--- config.mk ---
export PLATFORM = sky130hd
export DESIGN_NAME = bbf_host
export DESIGN_NICKNAME = d
export VERILOG_FILES = /design/src/rtl/bbf_host.v
export VERILOG_INCLUDE_DIRS = /design/src /design/src/rtl
export SDC_FILE = /design/constraint.sdc
export NUM_CORES = 1
export LEC_CHECK = 0
export CORE_MARGIN = 4
export CORE_UTILIZATION = 50
export CTS_BUF_LIST = sky130_fd_sc_hd__clkbuf_2
export DETAILED_ROUTE_END_ITERATION = 7
export DONT_BUFFER_PORTS = 1
export PLACE_DENSITY = 0.68
export SYNTH_ARGS = -nofsm -noshare
export SYNTH_HDL_FRONTEND = slang
export SYNTH_SLANG_ARGS = --single-unit
--- constraint.sdc ---
create_clock -name clk -period 2.5 [get_ports clk]
set_input_delay 0.5 -clock clk [delete_from_list [all_inputs] [get_ports clk]]
set_output_delay 0.5 -clock clk [all_outputs]
set_load 0.02 [all_outputs]
--- src/rtl/bbf_defs.vh ---
// constants for the bidirectional byte fifo host controller
// assumes a 20 MHz controller clock and the device's port A pins
`ifndef BBF_DEFS_VH
`define BBF_DEFS_VH

// clock period in ns
`define BBF_CLK_NS          50
// address setup before a strobe falls, in ns and cycles (least time, round up)
`define BBF_SETUP_NS        50
`define BBF_SETUP_CYC       ((`BBF_SETUP_NS + `BBF_CLK_NS - 1) / `BBF_CLK_NS)
// strobe low width in ns and cycles; covers access time plus the pin synchroniser
`define BBF_LOW_NS          150
`define BBF_LOW_CYC         ((`BBF_LOW_NS + `BBF_CLK_NS - 1) / `BBF_CLK_NS)
// data hold after a strobe rises, in ns and cycles
`define BBF_HOLD_NS         50
`define BBF_HOLD_CYC        ((`BBF_HOLD_NS + `BBF_CLK_NS - 1) / `BBF_CLK_NS)

// register address 0 holds pointer (write) and status (read)
`define BBF_REG_POINTER     3'h0
`define BBF_REG_STATUS      3'h0
// pointer register fields
`define BBF_PTR_ADDR_MSB    2
`define BBF_PTR_FRAME_BIT   7

// user command codes
`define BBF_OP_FIFO_WR      4'h0
`define BBF_OP_FIFO_RD      4'h1
`define BBF_OP_PTR_WR       4'h2
`define BBF_OP_STAT_RD      4'h3
`define BBF_OP_REG_WR       4'h4
`define BBF_OP_REG_RD       4'h5
`define BBF_OP_FRAME_MARK   4'h6
`define BBF_OP_BYP_REG_WR   4'h7
`define BBF_OP_BYP_REG_RD   4'h8

// answer fifo shape
`define BBF_RSP_WIDTH       8
`define BBF_RSP_DEPTH       8

`endif

--- src/rtl/bbf_host.v ---
// host controller that drives port A of the bidirectional byte fifo device,
// plus the port B strobes and select needed for register access in bypass
// assumes the device pins are wired to these ports; two-way data is split
//
// Functional notes
// select high means register, low means fifo
// access starts on falling strobe edge
// interrupt clears when port reads its status
// other registers: pointer write, then access
// pointer and status share address zero
// pointer clears itself after second cycle
// fifo write data held around rising strobe
// fifo read data valid while strobe low
// two 512 by 9 buffers inside device
// device buffers have separate position counters
// port B parity generated on reads
// port B parity checked on writes
// pointer frame bit marks next byte only
// framed byte sets port B frame flag
// framing mode drives stored frame bit
// parity mode replaces frame bit, flag set
// port B marks reach port A checker
// bypass leaves fifo contents untouched
// bypass: A strobes move data across
// bypass: A select high reaches A registers
// bypass: B registers written by B strobe
// bypass: B registers read onto A bus
// device ignores writes full, reads empty
// frame bit is pointer bit seven, twice
`include "bbf_defs.vh"
`timescale 1ns/10ps
`default_nettype none

// ----------------------------------------------------------------
// answer fifo
// ----------------------------------------------------------------
module bbf_fifo #(
    parameter WIDTH = `BBF_RSP_WIDTH,
    parameter DEPTH = `BBF_RSP_DEPTH,
    parameter AW    = 3
) (
    input  wire             clk,
    input  wire             resetn,
    input  wire [WIDTH-1:0] in_data,
    input  wire             in_valid,
    output wire             in_ready,
    output wire [WIDTH-1:0] out_data,
    output wire             out_valid,
    input  wire             out_ready
);
    reg [WIDTH-1:0] mem [0:DEPTH-1];
    reg [AW-1:0]    wr_pos;
    reg [AW-1:0]    rd_pos;
    reg [AW:0]      fill;
    wire            push;
    wire            pop;

    // honest full and empty from the fill count
    assign in_ready  = (fill != DEPTH[AW:0]);
    assign out_valid = (fill != {(AW+1){1'b0}});
    assign out_data  = mem[rd_pos];
    assign push      = in_valid && in_ready;
    assign pop       = out_valid && out_ready;

    // storage writes
    always @(posedge clk) begin
        if (push) begin
            mem[wr_pos] <= in_data;
        end
    end

    // positions and fill count
    always @(posedge clk) begin
        if (!resetn) begin
            wr_pos <= {AW{1'b0}};
            rd_pos <= {AW{1'b0}};
            fill   <= {(AW+1){1'b0}};
        end else begin
            if (push) begin
                wr_pos <= (wr_pos == DEPTH[AW-1:0] - 1'b1) ? {AW{1'b0}} : wr_pos + 1'b1;
            end
            if (pop) begin
                rd_pos <= (rd_pos == DEPTH[AW-1:0] - 1'b1) ? {AW{1'b0}} : rd_pos + 1'b1;
            end
            if (push && !pop) begin
                fill <= fill + 1'b1;
            end else if (pop && !push) begin
                fill <= fill - 1'b1;
            end
        end
    end
endmodule

// ----------------------------------------------------------------
// host sequencer
// ----------------------------------------------------------------
module bbf_host #(
    parameter SETUP_CYC = `BBF_SETUP_CYC,
    parameter LOW_CYC   = `BBF_LOW_CYC,
    parameter HOLD_CYC  = `BBF_HOLD_CYC
) (
    input  wire       clk,
    input  wire       resetn,
    input  wire       cmd_valid,
    output wire       cmd_ready,
    input  wire [3:0] cmd_op,
    input  wire [2:0] cmd_addr,
    input  wire [7:0] cmd_data,
    output wire       rsp_valid,
    input  wire       rsp_ready,
    output wire [7:0] rsp_data,
    output wire       busy,
    output wire       irq_pending,
    input  wire [7:0] dev_d_a_in,
    output reg  [7:0] dev_d_a_out,
    output reg        dev_d_a_oe,
    output reg        dev_rd_a_n,
    output reg        dev_wr_a_n,
    output reg        dev_cd_a,
    input  wire       dev_irq_a_n,
    output reg        dev_rd_b_n,
    output reg        dev_wr_b_n,
    output reg        dev_cd_b
);
    localparam S_IDLE  = 2'h0;
    localparam S_SETUP = 2'h1;
    localparam S_LOW   = 2'h2;
    localparam S_HOLD  = 2'h3;

    reg  [1:0] state;
    reg  [7:0] cnt;
    reg  [3:0] op;
    reg  [2:0] addr;
    reg  [7:0] data;
    reg        step;
    reg  [7:0] d_meta;
    reg  [7:0] d_sync;
    reg  [1:0] irq_sync;
    reg        st_read;
    reg        st_cd;
    reg        st_byp;
    reg        st_last;
    reg  [7:0] st_data;
    reg        push;
    wire       fifo_in_ready;
    wire       op_known;
    wire [7:0] ptr_word;

    // pointer word carrying a register address in its low bits
    assign ptr_word = {{(7-`BBF_PTR_ADDR_MSB){1'b0}}, addr};

    // pin synchronisers; first stage feeds only the second
    always @(posedge clk) begin
        if (!resetn) begin
            d_meta   <= 8'h00;
            d_sync   <= 8'h00;
            irq_sync <= 2'h3;
        end else begin
            d_meta   <= dev_d_a_in;
            d_sync   <= d_meta;
            irq_sync <= {irq_sync[0], dev_irq_a_n};
        end
    end

    // interrupt from port A stays until a status read clears it in the device
    assign irq_pending = !irq_sync[1];

    // step decode: what each step of the current command puts on the pins
    always @* begin
        st_read = 1'b0;
        st_cd   = 1'b0;
        st_byp  = 1'b0;
        st_last = 1'b1;
        st_data = data;
        case (op)
            `BBF_OP_FIFO_WR: begin
                st_cd = 1'b0;
            end
            `BBF_OP_FIFO_RD: begin
                st_read = 1'b1;
            end
            `BBF_OP_PTR_WR: begin
                st_cd = 1'b1;
            end
            `BBF_OP_STAT_RD: begin
                st_cd   = 1'b1;
                st_read = 1'b1;
            end
            `BBF_OP_REG_WR: begin
                st_cd   = 1'b1;
                st_last = step;
                st_data = step ? data : ptr_word;
            end
            `BBF_OP_REG_RD: begin
                st_cd   = 1'b1;
                st_last = step;
                st_read = step;
                st_data = ptr_word;
            end
            `BBF_OP_FRAME_MARK: begin
                st_cd   = 1'b1;
                st_last = step;
                st_data = 8'h80 | ptr_word;
            end
            `BBF_OP_BYP_REG_WR: begin
                st_byp  = 1'b1;
                st_last = step;
                st_data = step ? data : ptr_word;
            end
            `BBF_OP_BYP_REG_RD: begin
                st_byp  = 1'b1;
                st_last = step;
                st_read = step;
                st_data = ptr_word;
            end
            default: st_last = 1'b1;
        endcase
    end

    assign op_known  = (cmd_op <= `BBF_OP_BYP_REG_RD);
    // a new command waits for room for its answer, so reads never drop data
    assign cmd_ready = (state == S_IDLE) && fifo_in_ready;
    assign busy      = (state != S_IDLE);

    // sequencer: setup, strobe low, hold, then next step or idle
    always @(posedge clk) begin
        if (!resetn) begin
            state       <= S_IDLE;
            cnt         <= 8'h00;
            op          <= 4'h0;
            addr        <= 3'h0;
            data        <= 8'h00;
            step        <= 1'b0;
            push        <= 1'b0;
            dev_d_a_out <= 8'h00;
            dev_d_a_oe  <= 1'b0;
            dev_rd_a_n  <= 1'b1;
            dev_wr_a_n  <= 1'b1;
            dev_cd_a    <= 1'b0;
            dev_rd_b_n  <= 1'b1;
            dev_wr_b_n  <= 1'b1;
            dev_cd_b    <= 1'b0;
        end else begin
            push <= 1'b0;
            case (state)
                S_IDLE: begin
                    if (cmd_valid && cmd_ready && op_known) begin
                        op    <= cmd_op;
                        addr  <= cmd_addr;
                        data  <= cmd_data;
                        step  <= 1'b0;
                        cnt   <= SETUP_CYC[7:0];
                        state <= S_SETUP;
                    end
                end
                S_SETUP: begin
                    // with SETUP_CYC of one, select, data and the held A strobe change on the same edge as the strobe falls
                    dev_cd_a    <= st_cd;
                    dev_cd_b    <= st_byp;
                    dev_d_a_out <= st_data;
                    dev_d_a_oe  <= !st_read;
                    dev_wr_a_n  <= !(st_byp && !st_read);
                    dev_rd_a_n  <= !(st_byp && st_read);
                    if (cnt <= 8'h01) begin
                        cnt   <= LOW_CYC[7:0];
                        state <= S_LOW;
                        // falling edge starts the access in the device
                        if (st_byp) begin
                            dev_wr_b_n <= st_read;
                            dev_rd_b_n <= !st_read;
                        end else begin
                            dev_wr_a_n <= st_read;
                            dev_rd_a_n <= !st_read;
                        end
                    end else begin
                        cnt <= cnt - 8'h01;
                    end
                end
                S_LOW: begin
                    if (cnt <= 8'h01) begin
                        // read data captured through the synchroniser before release
                        push <= st_read;
                        // rising edge latches write data; outputs stay for hold; bypass keeps A low
                        dev_wr_a_n <= dev_wr_a_n | !st_byp;
                        dev_rd_a_n <= dev_rd_a_n | !st_byp;
                        dev_wr_b_n <= 1'b1;
                        dev_rd_b_n <= 1'b1;
                        cnt        <= HOLD_CYC[7:0];
                        state      <= S_HOLD;
                    end else begin
                        cnt <= cnt - 8'h01;
                    end
                end
                S_HOLD: begin
                    if (cnt <= 8'h01) begin
                        if (st_byp && !(dev_wr_a_n && dev_rd_a_n)) begin
                            // bypass: A strobe rises a cycle after B, while data still drives
                            dev_wr_a_n <= 1'b1;
                            dev_rd_a_n <= 1'b1;
                        end else if (st_last) begin
                            // device has cleared its pointer after a two-step access
                            dev_d_a_oe <= 1'b0;
                            dev_cd_a   <= 1'b0;
                            dev_cd_b   <= 1'b0;
                            state      <= S_IDLE;
                        end else begin
                            step  <= 1'b1;
                            cnt   <= SETUP_CYC[7:0];
                            state <= S_SETUP;
                        end
                    end else begin
                        cnt <= cnt - 8'h01;
                    end
                end
                default: state <= S_IDLE;
            endcase
        end
    end

    // answers to reads, held for the user with back-pressure
    bbf_fifo #(
        .WIDTH (`BBF_RSP_WIDTH),
        .DEPTH (`BBF_RSP_DEPTH),
        .AW    (3)
    ) u_rsp (
        .clk       (clk),
        .resetn    (resetn),
        .in_data   (d_sync),
        .in_valid  (push),
        .in_ready  (fifo_in_ready),
        .out_data  (rsp_data),
        .out_valid (rsp_valid),
        .out_ready (rsp_ready)
    );
endmodule

`default_nettype wire

== Word-level counts from Yosys, hierarchy flattened ==
Memories as Yosys holds them, arrays and structs flattened. A register that Yosys moved wholly into a read port is not among the register bits.
Index checks and enable logic that the tools add are counted.

* Register bits after elaboration: 70
* Logic and storage cells: 153
* Memories: 1
* Bits of input ports: 28
* Memory bits (writable): 64
* Output and inout bits: 27

* $add $sub $neg: 5
* Muxes and demuxes: 56
* Reduce and logical (&&, ||, !) cells: 41
* Eq/ne operators: 25
* Bitwise operators: 2
* $lt $le $gt $ge: 2

{| class="wikitable"
|+ Memory list
! memory !! depth !! width !! read ports !! clocked after memory_dff !! write ports !! RTL line !! text
|-
| u_rsp.mem || 8 || 8 || 1 || 1 || 1 || bbf_host.v:51 || <nowiki>reg [WIDTH-1:0] mem [0:DEPTH-1];</nowiki>
|}

{| class="wikitable"
|+ Operators with widths
! cell !! count
|-
| 8-bit two-way mux || 7
|-
| 8-bit case mux with 4 select lines || 1
|-
| 1-bit two-way mux || 26
|-
| 8-bit case mux with 3 select lines || 1
|-
| 4-bit by 3-bit == test with 1-bit output, second input constant || 4
|-
| 2-bit != test, second input constant || 8
|-
| 1-bit case mux with 2 select lines || 7
|-
| 3-bit two-way mux || 4
|-
| 4-bit AND reduction || 3
|-
| 1-bit logical AND || 11
|-
| 2-bit two-way mux || 5
|-
| 5-bit AND reduction || 2
|-
| 2-bit nonzero test || 5
|-
| 5-bit OR reduction || 2
|-
| 4-bit by 2-bit == test with 1-bit output, second input constant || 2
|-
| 8-bit by 1-bit less-or-equal comparator with 1-bit output, second input constant || 1
|-
| 1-bit zero test || 8
|-
| 4-bit two-way mux || 2
|-
| 2-bit case mux with 4 select lines || 1
|-
| 2-bit OR reduction || 4
|-
| 8-bit by 1-bit subtractor with 8-bit output, second input constant || 1
|-
| 3-bit by 1-bit adder with 3-bit output, second input constant || 2
|-
| 3-bit == test, second input constant || 2
|-
| 3-bit != test, second input constant || 2
|-
| other kinds (16) || 20
|}

== Depth between registers and ports, before layout ==
Gate-level depths: netlist of the first run.

* Depth in word-level cells: 9
* Depth in mapped cells: 11
* Mapped depth without buffers: 11

== Hierarchy ==
A second synthesis of the first run with hierarchy kept.

* Cell total of the unflattened synthesis: 479
* Area total of the unflattened synthesis: 5838.1 µm²

{| class="wikitable"
|+ By module, submodules not included
! module !! area each (µm²) !! instances !! seq. area each (µm²) !! cells an instance
|-
| bbf_fifo || 3151.8 || 1 || 2182.1 || 168
|-
| bbf_host || 2686.3 || 1 || 1201.2 || 311
|}

== Least setup slack after synthesis of the first run ==
OpenSTA, ideal clock, no wires.

* Path kind: reg-to-reg
* Start: reg u_rsp.fill[0]
* End: reg u_rsp.fill[3]
* Library setup time: 0.070 ns
* Path slack: -0.170 ns
* Buffers on the path: 0
* Data arrival time: 2.600 ns
* Stages on the path, launching flop included: 12
* Data required time: 2.430 ns
* Period minus slack after synthesis: 2.670 ns
* Cell sequence: dfxtp_1 -> or4b_1 -> nand2_1 -> inv_1 -> ha_1 -> inv_1 -> ha_1 -> a21o_1 -> a21oi_1 -> xnor2_1 -> or3_1 -> a21oi_1

* Longest elaborated chain between the ends: 5
* Elaborated cells on any way between the ends: 13
* Classes of those cells: add/sub (2); eq/ne (1); mux (2); reduce/logical (8)

{| class="wikitable"
|+ RTL lines
! element !! RTL line !! text
|-
| start, declared || bbf_host.v:54 || <nowiki>reg [AW:0] fill;</nowiki>
|-
| start signal, assigned || bbf_host.v:77 || <nowiki>fill <= {(AW+1){1'b0}};</nowiki>
|-
| start signal, assigned || bbf_host.v:86 || <nowiki>fill <= fill + 1'b1;</nowiki>
|-
| start signal, assigned || bbf_host.v:88 || <nowiki>fill <= fill - 1'b1;</nowiki>
|-
| 4-bit != test * || bbf_host.v:59 || <nowiki>assign in_ready = (fill != DEPTH[AW:0]);</nowiki>
|-
| 1-bit logical AND * || bbf_host.v:62 || <nowiki>assign push = in_valid && in_ready;</nowiki>
|-
| net u_rsp.push || bbf_host.v:55 || <nowiki>wire push;</nowiki>
|-
| 1-bit zero test || bbf_host.v:87 || <nowiki>end else if (pop && !push) begin</nowiki>
|-
| 1-bit logical AND || bbf_host.v:87 ||
|-
| 2-bit nonzero test (no line) || -- ||
|}

Mark *: on every way through the listed nets, which the timed path passes. The rest lies on a longest branch. The select of a mux whose other input is x is not followed.
A chain may end at the register's enable or synchronous reset.

==> key figures, run 1 <==
Logic synthesis
  • Post-synth ARST share: 0%
  • Number of flops mapped to enable cells by yosys: 64
  • Seq/Total Area, Yosys: 59.8%
  • Count leader, synth: dfxtp_1
  • Top FF cell, synth: dfxtp_1
  • Top cell type's share of synthesized area: 34.0%
  • Yosys cell types: 61
  • Synth top area cells: edfxtp_1 34%, dfxtp_1 26%, mux4_2 6.4%, mux2i_1 3.2%, ha_1 3.1%
  • Synth Area per Inst: 12.5 sq um
  • Syn Inst Count: 451
  • Synthesis Warnings: 0
  • Area leader, netlist: edfxtp_1
  • Cell area after synthesis: 5660 sq um
  • Most frequent cells after synthesis: 73 x dfxtp_1, 64 x edfxtp_1, 36 x nor2_1, 24 x a21oi_1
  • Syn_nets: 494
  • Yosys reg bits: 137

Drt
  • Met2 WL: 6030 um
  • Met1 WL: 4760 um
  • Initial DRC count: 157
  • DRT Wirelength: 11400 um
  • DRT antenna net count: 0
  • Met3 WL: 510 um
  • DR vias: 3622
  • TritonRoute pass-1 iters: 4
  • Highest Signal Layer: met4
  • DR DRC count: 0
  • Avg Vias per Cell: 5.52
  • Post-DR wirelength/cell: 17.4 um

Setup path
  • Worst setup SP type: flop
  • FF-to-FF Start: u_rsp.fill[3]
  • Path depth of the worst reg2reg path: 10
  • CP peak stage delay: 0.50 ns
  • CP Max Fanout: 8
  • WP data required: 2.00 ns
  • R2r endpoint: u_rsp.fill[3]
  • Crit path arrival time: 2.06 ns
  • Worst reg-to-reg setup slack: 0.09 ns
  • Critical Path Slowest Stage Cell: mux4_2
  • CP endpoint kind: primary output
  • CP Class: reg2out
  • Crit path cell chain: buf_12 -> mux4_2 -> mux2_4

STA
  • Final Skew: 0.0183 ns
  • RSZ-0062 raised after global routing: yes
  • Slew HR: 23.6%
  • Worst-Margin Slew: 1.14 ns
  • Hold violation count in the final report: 0
  • Final worst slack: -0.0576 ns
  • Post-route clock period utilization: 102%
  • Min Tclk post-route: 2.56 ns
  • Fin. max-slew vios: 0
  • WHS: 0.144 ns
  • Fmax: 0.391 GHz
  • Final setup vio count: 8

CTS
  • Clock root buffer: clkbuf_2
  • Clock Latency Late Sink: 0.66 ns
  • CTS buffer count: 17
  • Maximum clock insertion buffer count: 2
  • CTS tree: done
  • Clk slew on worst S/H paths: 0.20 ns
  • H-tree depth: 4
  • TritonCTS sink count: 137

Cells and area
  • Fillcell total: 892
  • Area of the multi-input gates: 2190 sq um
  • Final Non-Filler Cells: 656
  • Final Util: 60.7%
  • Antenna Cells: 0
  • Final #Nets: 546
  • FF/Latch Area: 3390 sq um
  • Layout cell share with drive strength beyond 1: 21.1%
  • Area Growth Syn to Fin: 17.2%

Floorplanning
  • Die Y: 114 um
  • Core Area: 10900 sq um
  • DIE WIDTH: 114 um
  • Num ports: 55
  • Starting Density: 51.8%
  • Die Footprint: 13100 sq um
  • Row cnt: 38

Power
  • Pwr dens: 976 nW/um^2
  • Leakage power figure: 2.47 nW
  • Maximum vdd drop: 0.000765 V

Place
  • RD Place Congestion: 0.802
  • Inst Count DP: 593
  • I/O Buffers: 0
  • DPL Wire Length: 7410 um

Global route
  • First-pass GRT wire length: 18600 um
  • GRT Util Overall: 18.5%
  • Grt ovf: 0
  • Initial antenna violation count: 0
  • Largest net degree at the start of global routing: 38
  • Number of global-route vias before repair: 3686

Worst hold path
  • Hold crit path type: in2reg
  • Hold_sp: resetn
  • Hold depth: 4
  • Hold endpoint: cnt[1]

Status
  • Run status: finished with violations
  • Failing checks: negative setup slack

Run
  • Max_cap viols: 0
[worst max-delay path: cells and delay by family, from the launching register on]
family | cells | cell delay (ns)
buffers and inverters | 1 | 0.15
flip-flops | 1 | 0.43
multiplexers | 2 | 0.83
[registers in the layout, summed over array words and instances (netlist names), 2 cells and up, named ones only]
name and count:
dev_d_a_out 8, u_rsp.fill 4, state 2, d_meta 8, cnt 8, addr 3
u_rsp.rd_pos 3, u_rsp.mem 64, u_rsp.wr_pos 3, op 4, d_sync 8, data 8
irq_sync 2
[report_power, final]
group / total (mW) / switching [mW] / internal [mW]
clock network: 1.57 / 0.808 / 0.760
logic: 2.10 / 1.10 / 0.998
registers: 2.81 / 0.267 / 2.55
[per-layer routing]
layer | vias to the layer above | track usage [%]
li1 | 1783 | -
met1 | 1756 | 21.6
met2 | 76 | 32.2
met3 | 7 | 5.87
met4 | 0 | 6.18
met5 | - | 0
[worst max-delay path by stage]
stage	endpoint	slack (ns)	depth (start not counted)
after floorplan	u_rsp.fill[3]	0.03	11
after global placement	u_rsp.fill[3]	0.05	11
after detailed placement	u_rsp.fill[3]	-0.02	11
after CTS	rsp_data[6]	-0.17	3
after global routing	rsp_data[0]	-0.21	3
final	rsp_data[6]	-0.06	3
[cells in the final DEF, fill, tap and decap left out, drive strengths merged, types with 3 or more instances in the layout]
| master | instances |
|---|---|
| inv | 19 |
| and2 | 19 |
| bufinv | 5 |
| nand3 | 12 |
| edfxtp | 64 |
| ha | 14 |
| clkinvlp | 3 |
| or3b | 3 |
| clkbuf | 17 |
| nand2 | 19 |
| mux2 | 8 |
| o211ai | 3 |
| nor2b | 3 |
| nor3 | 15 |
| dlygate4sd3 | 26 |
| nor2 | 37 |
| nand2b | 14 |
| o21ai | 17 |
| buf | 27 |
| mux2i | 18 |
| dfxtp | 73 |
| a41oi | 3 |
| a31oi | 6 |
| a21oi | 24 |
| mux4 | 16 |
| o32ai | 3 |
| clkinv | 6 |
[cell families (layout without fill, tap and decap cells)]
group	count (synthesis)	after routing	synth area share, %
flip-flops	137	137	59.8
AO/OA/AOI/OAI	78	78	9.06
multiplexers	42	42	11.1
AND/OR/NAND/NOR	138	138	13.3
adder cells (fa/ha/maj)	15	15	3.45
XOR/XNOR	3	3	0.464
buffers and inverters	38	103	2.83
[per-stage QoR]
stage | power [mW] | area [sq um] | worst slack [ns] | TNS, ns
4_1_cts | 6.47 | 6600 | -0.166 | -1.24
3_5_place_dp | 4.72 | 5920 | -0.0165 | -0.0165
5_1_grt | 6.87 | 6630 | -0.210 | -1.66
6_report | 6.48 | 6630 | -0.0576 | -0.377
3_3_place_gp | 4.65 | 5920 | 0.0477 | 0
2_1_floorplan | 4.28 | 5680 | 0.0338 | 0
[area by class of cell]
| class | instances | area share, % |
|---|---|---|
| clock inverters | 15 | 3.40 |
| multi-input cells | 276 | 33.0 |
| inverters | 18 | 1.06 |
| flip-flops and latches | 137 | 51.1 |
| repair buffers | 53 | 7.53 |
| well taps | 140 | 2.64 |
| clock buffers | 17 | 1.28 |
[what timing repair did]
item,in CTS,in global routing
gates resized for setup,19,7
endpoints found under the hold margin,49,0
setup endpoints to repair,10,11
setup buffers,2,2
gates cloned,1,0
pin swaps,0,5
hold buffers,26,0
(Power assumes the default switching activity.)
==> run 2, diff against run 1 <==
--- a/config.mk
+++ b/config.mk
@@ -11,7 +11,8 @@
 export CTS_BUF_LIST = sky130_fd_sc_hd__clkbuf_2
 export DETAILED_ROUTE_END_ITERATION = 7
 export DONT_BUFFER_PORTS = 1
-export PLACE_DENSITY = 0.68
+export PLACE_DENSITY = 0.76
+export SETUP_SLACK_MARGIN = 0.3
 export SYNTH_ARGS = -nofsm -noshare
 export SYNTH_HDL_FRONTEND = slang
 export SYNTH_SLANG_ARGS = --single-unit
==> key figures, run 2 (synthesized netlist as in run 1, its figures left out) <==
STA
  • Fmax: 0.388 GHz (was 0.391 GHz)
  • Worst-Margin Slew: 1.00 ns (was 1.14 ns)
  • Hold violation count in the final report: 0 (unchanged)
  • Final Skew: 0.0289 ns (was 0.0183 ns)
  • Setup tns final: -0.475 ns (was -0.377 ns)
  • Final setup vio count: 8 (unchanged)
  • Min Tclk post-route: 2.58 ns (was 2.56 ns)
  • RSZ-0062 raised after global routing: yes (unchanged)
  • Fin. max-slew vios: 0 (unchanged)
  • Slew HR: 33.1% (was 23.6%)
  • Final worst slack: -0.0761 ns (was -0.0576 ns)
  • Post-route clock period utilization: 103% (was 102%)
  • WHS: 0.161 ns (was 0.144 ns)

Power
  • Sw Share: 35.0% (was 33.6%)
  • Pwr dens: 964 nW/um^2 (was 976 nW/um^2)
  • Sw Pwr: 2.25 mW (was 2.17 mW)
  • Logic gate share of total power: 33.8% (was 32.4%)
  • Seq pwr share: 44.0% (was 43.4%)
  • Total power: 6.43 mW (was 6.48 mW)
  • Internal Power: 4.18 mW (was 4.30 mW)
  • Clock power frac: 22.2% (was 24.2%)
  • Leakage power figure: 2.47 nW (about the same)
  • Maximum vdd drop: 0.000629 V (was 0.000765 V)

Status
  • Run status: finished with violations (unchanged)
  • Failing checks: negative setup slack (unchanged)

Floorplanning
  • Row cnt: 38 (unchanged)
  • Die Footprint: 13100 sq um (unchanged)
  • Num ports: 55 (unchanged)
  • Starting Density: 51.8% (unchanged)
  • Core Area: 10900 sq um (unchanged)
  • Die Y: 114 um (unchanged)
  • DIE WIDTH: 114 um (unchanged)

Global route
  • GR met1 Demand/Resource: 23.0% (was 21.6%)
  • Grt ovf: 0 (unchanged)
  • M3 GR Usage: 5.50% (was 5.87%)
  • GRT Util Overall: 18.8% (was 18.5%)
  • Number of global-route vias before repair: 3746 (was 3686)
  • First-pass GRT wire length: 19000 um (was 18600 um)
  • Initial antenna violation count: 0 (unchanged)
  • Grt met2 use: 31.9% (was 32.2%)
  • Largest net degree at the start of global routing: 38 (unchanged)
  • GRT busiest layer: met2 (unchanged)

Cells and area
  • Final #Nets: 543 (was 546)
  • Area Growth Syn to Fin: 17.8% (was 17.2%)
  • Biggest register: u_rsp.mem (unchanged)
  • Commonest non-fill, non-tap cell in the layout: edfxtp_1 (was dfxtp_1)
  • Most frequent cells in the layout: 64 x edfxtp_1, 63 x dfxtp_1, 36 x nor2_1 (was 69 x dfxtp_1, 64 x edfxtp_1, 36 x nor2_1)
  • Final Util: 61.0% (was 60.7%)
  • Antenna Cells: 0 (unchanged)
  • Final Non-Filler Cells: 653 (was 656)
  • Max reg flops: 64 (unchanged)
  • Final instance area: 6670 sq um (was 6630 sq um)
  • Fillcell total: 842 (was 892)
  • Layout cell share with drive strength beyond 1: 23.2% (was 21.1%)

CTS
  • Clock root buffer: clkbuf_2 (unchanged)
  • Clk slew on worst S/H paths: 0.22 ns (was 0.20 ns)
  • TritonCTS sink count: 137 (unchanged)
  • H-tree depth: 4 (unchanged)
  • CTS tree: done (unchanged)
  • Clock Latency Late Sink: 0.66 ns (about the same)
  • CTS buffer count: 17 (unchanged)
  • Maximum clock insertion buffer count: 2 (unchanged)

Setup path
  • CP Max Fanout: 8 (unchanged)
  • CP endpoint kind: primary output (unchanged)
  • Crit path arrival time: 2.08 ns (was 2.06 ns)
  • CP Class: reg2out (unchanged)
  • WP data required: 2.00 ns (about the same)
  • Worst setup SP type: flop (unchanged)

Place
  • I/O Buffers: 0 (unchanged)
  • Inst Count DP: 587 (was 593)
  • RD Place Congestion: 0.846 (was 0.802)
  • Placed Area: 5910 sq um (was 5920 sq um)
  • Pre-CTS WS: 0.0522 ns (was -0.0165 ns)
  • DPL Wire Length: 7330 um (was 7410 um)

Drt
  • DRT Wirelength: 11500 um (was 11400 um)
  • DR DRC count: 0 (unchanged)
  • DR vias: 3650 (was 3622)
  • Post-DR wirelength/cell: 17.6 um (was 17.4 um)
  • DRT antenna net count: 0 (unchanged)
  • TritonRoute pass-1 iters: 4 (unchanged)
  • Avg Vias per Cell: 5.59 (was 5.52)
  • Initial DRC count: 219 (was 157)

Run
  • Max_cap viols: 0 (unchanged)

Worst hold path
  • Hold crit path type: in2reg (unchanged)
## run 2: cell types whose count changed in the layout (fill, tap and decap cells not counted), sizes merged
cell      delta
inv          +5
buf          -3
bufinv       -2
clkinvlp     -2
clkinv       -1
## run 2: per-layer routing
metal  up-vias  share of wire [%]
met2       109                 52
met1      1744                 41
met3        14                6.1
met5         -                  0
li1       1783                  -
met4         0                1.4
## run 2: power by group through the flow
stage / logic [mW] / registers, mW / clock network, mW
after global placement: 1.79 / 2.84 / 0
final: 2.18 / 2.83 / 1.43
after detailed placement: 1.84 / 2.85 / 0
after floorplan: 1.55 / 2.77 / 0
after global routing: 2.41 / 2.86 / 1.58
after CTS: 2.07 / 2.82 / 1.47
## run 2: critical path, cell delays in order (launching register included)
cell,delay (ns)
dfxtp_4,0.43
buf_12,0.15
mux4_2,0.51
mux2_4,0.32
## run 2: layout make-up
class,instances,area [sq um],share of cell area [%]
Sequential cell,137,3400,51.1
Multi-Input combinational cell,276,2250,33.8
Timing Repair Buffer,50,480,7.21
Clock inverter,15,190,2.85
Tap cell,140,175,2.63
Clock buffer,17,85.1,1.28
Inverter,18,77.6,1.16
## run 2: repair_timing
item                                    4_1_cts  5_1_grt
hold endpoints to repair                     49        0
setup buffers                                 5        2
gates resized for setup                      27       14
endpoints found under the setup margin       13       20
hold buffers                                 26        0
pin swaps                                     4        7
cloned                                        1        0
## run 2: path summary, 6_finish.rpt
check                              startpoint             to  slack (ns)  depth (start not counted)
worst min-delay path                   resetn         cnt[2]        0.16                          2
worst max-delay path                     flop    rsp_data[0]       -0.08                          3
worst max register to register  u_rsp.fill[2]  u_rsp.fill[3]        0.12                         11
worst min register to register    irq_sync[0]    irq_sync[1]        0.44                          1
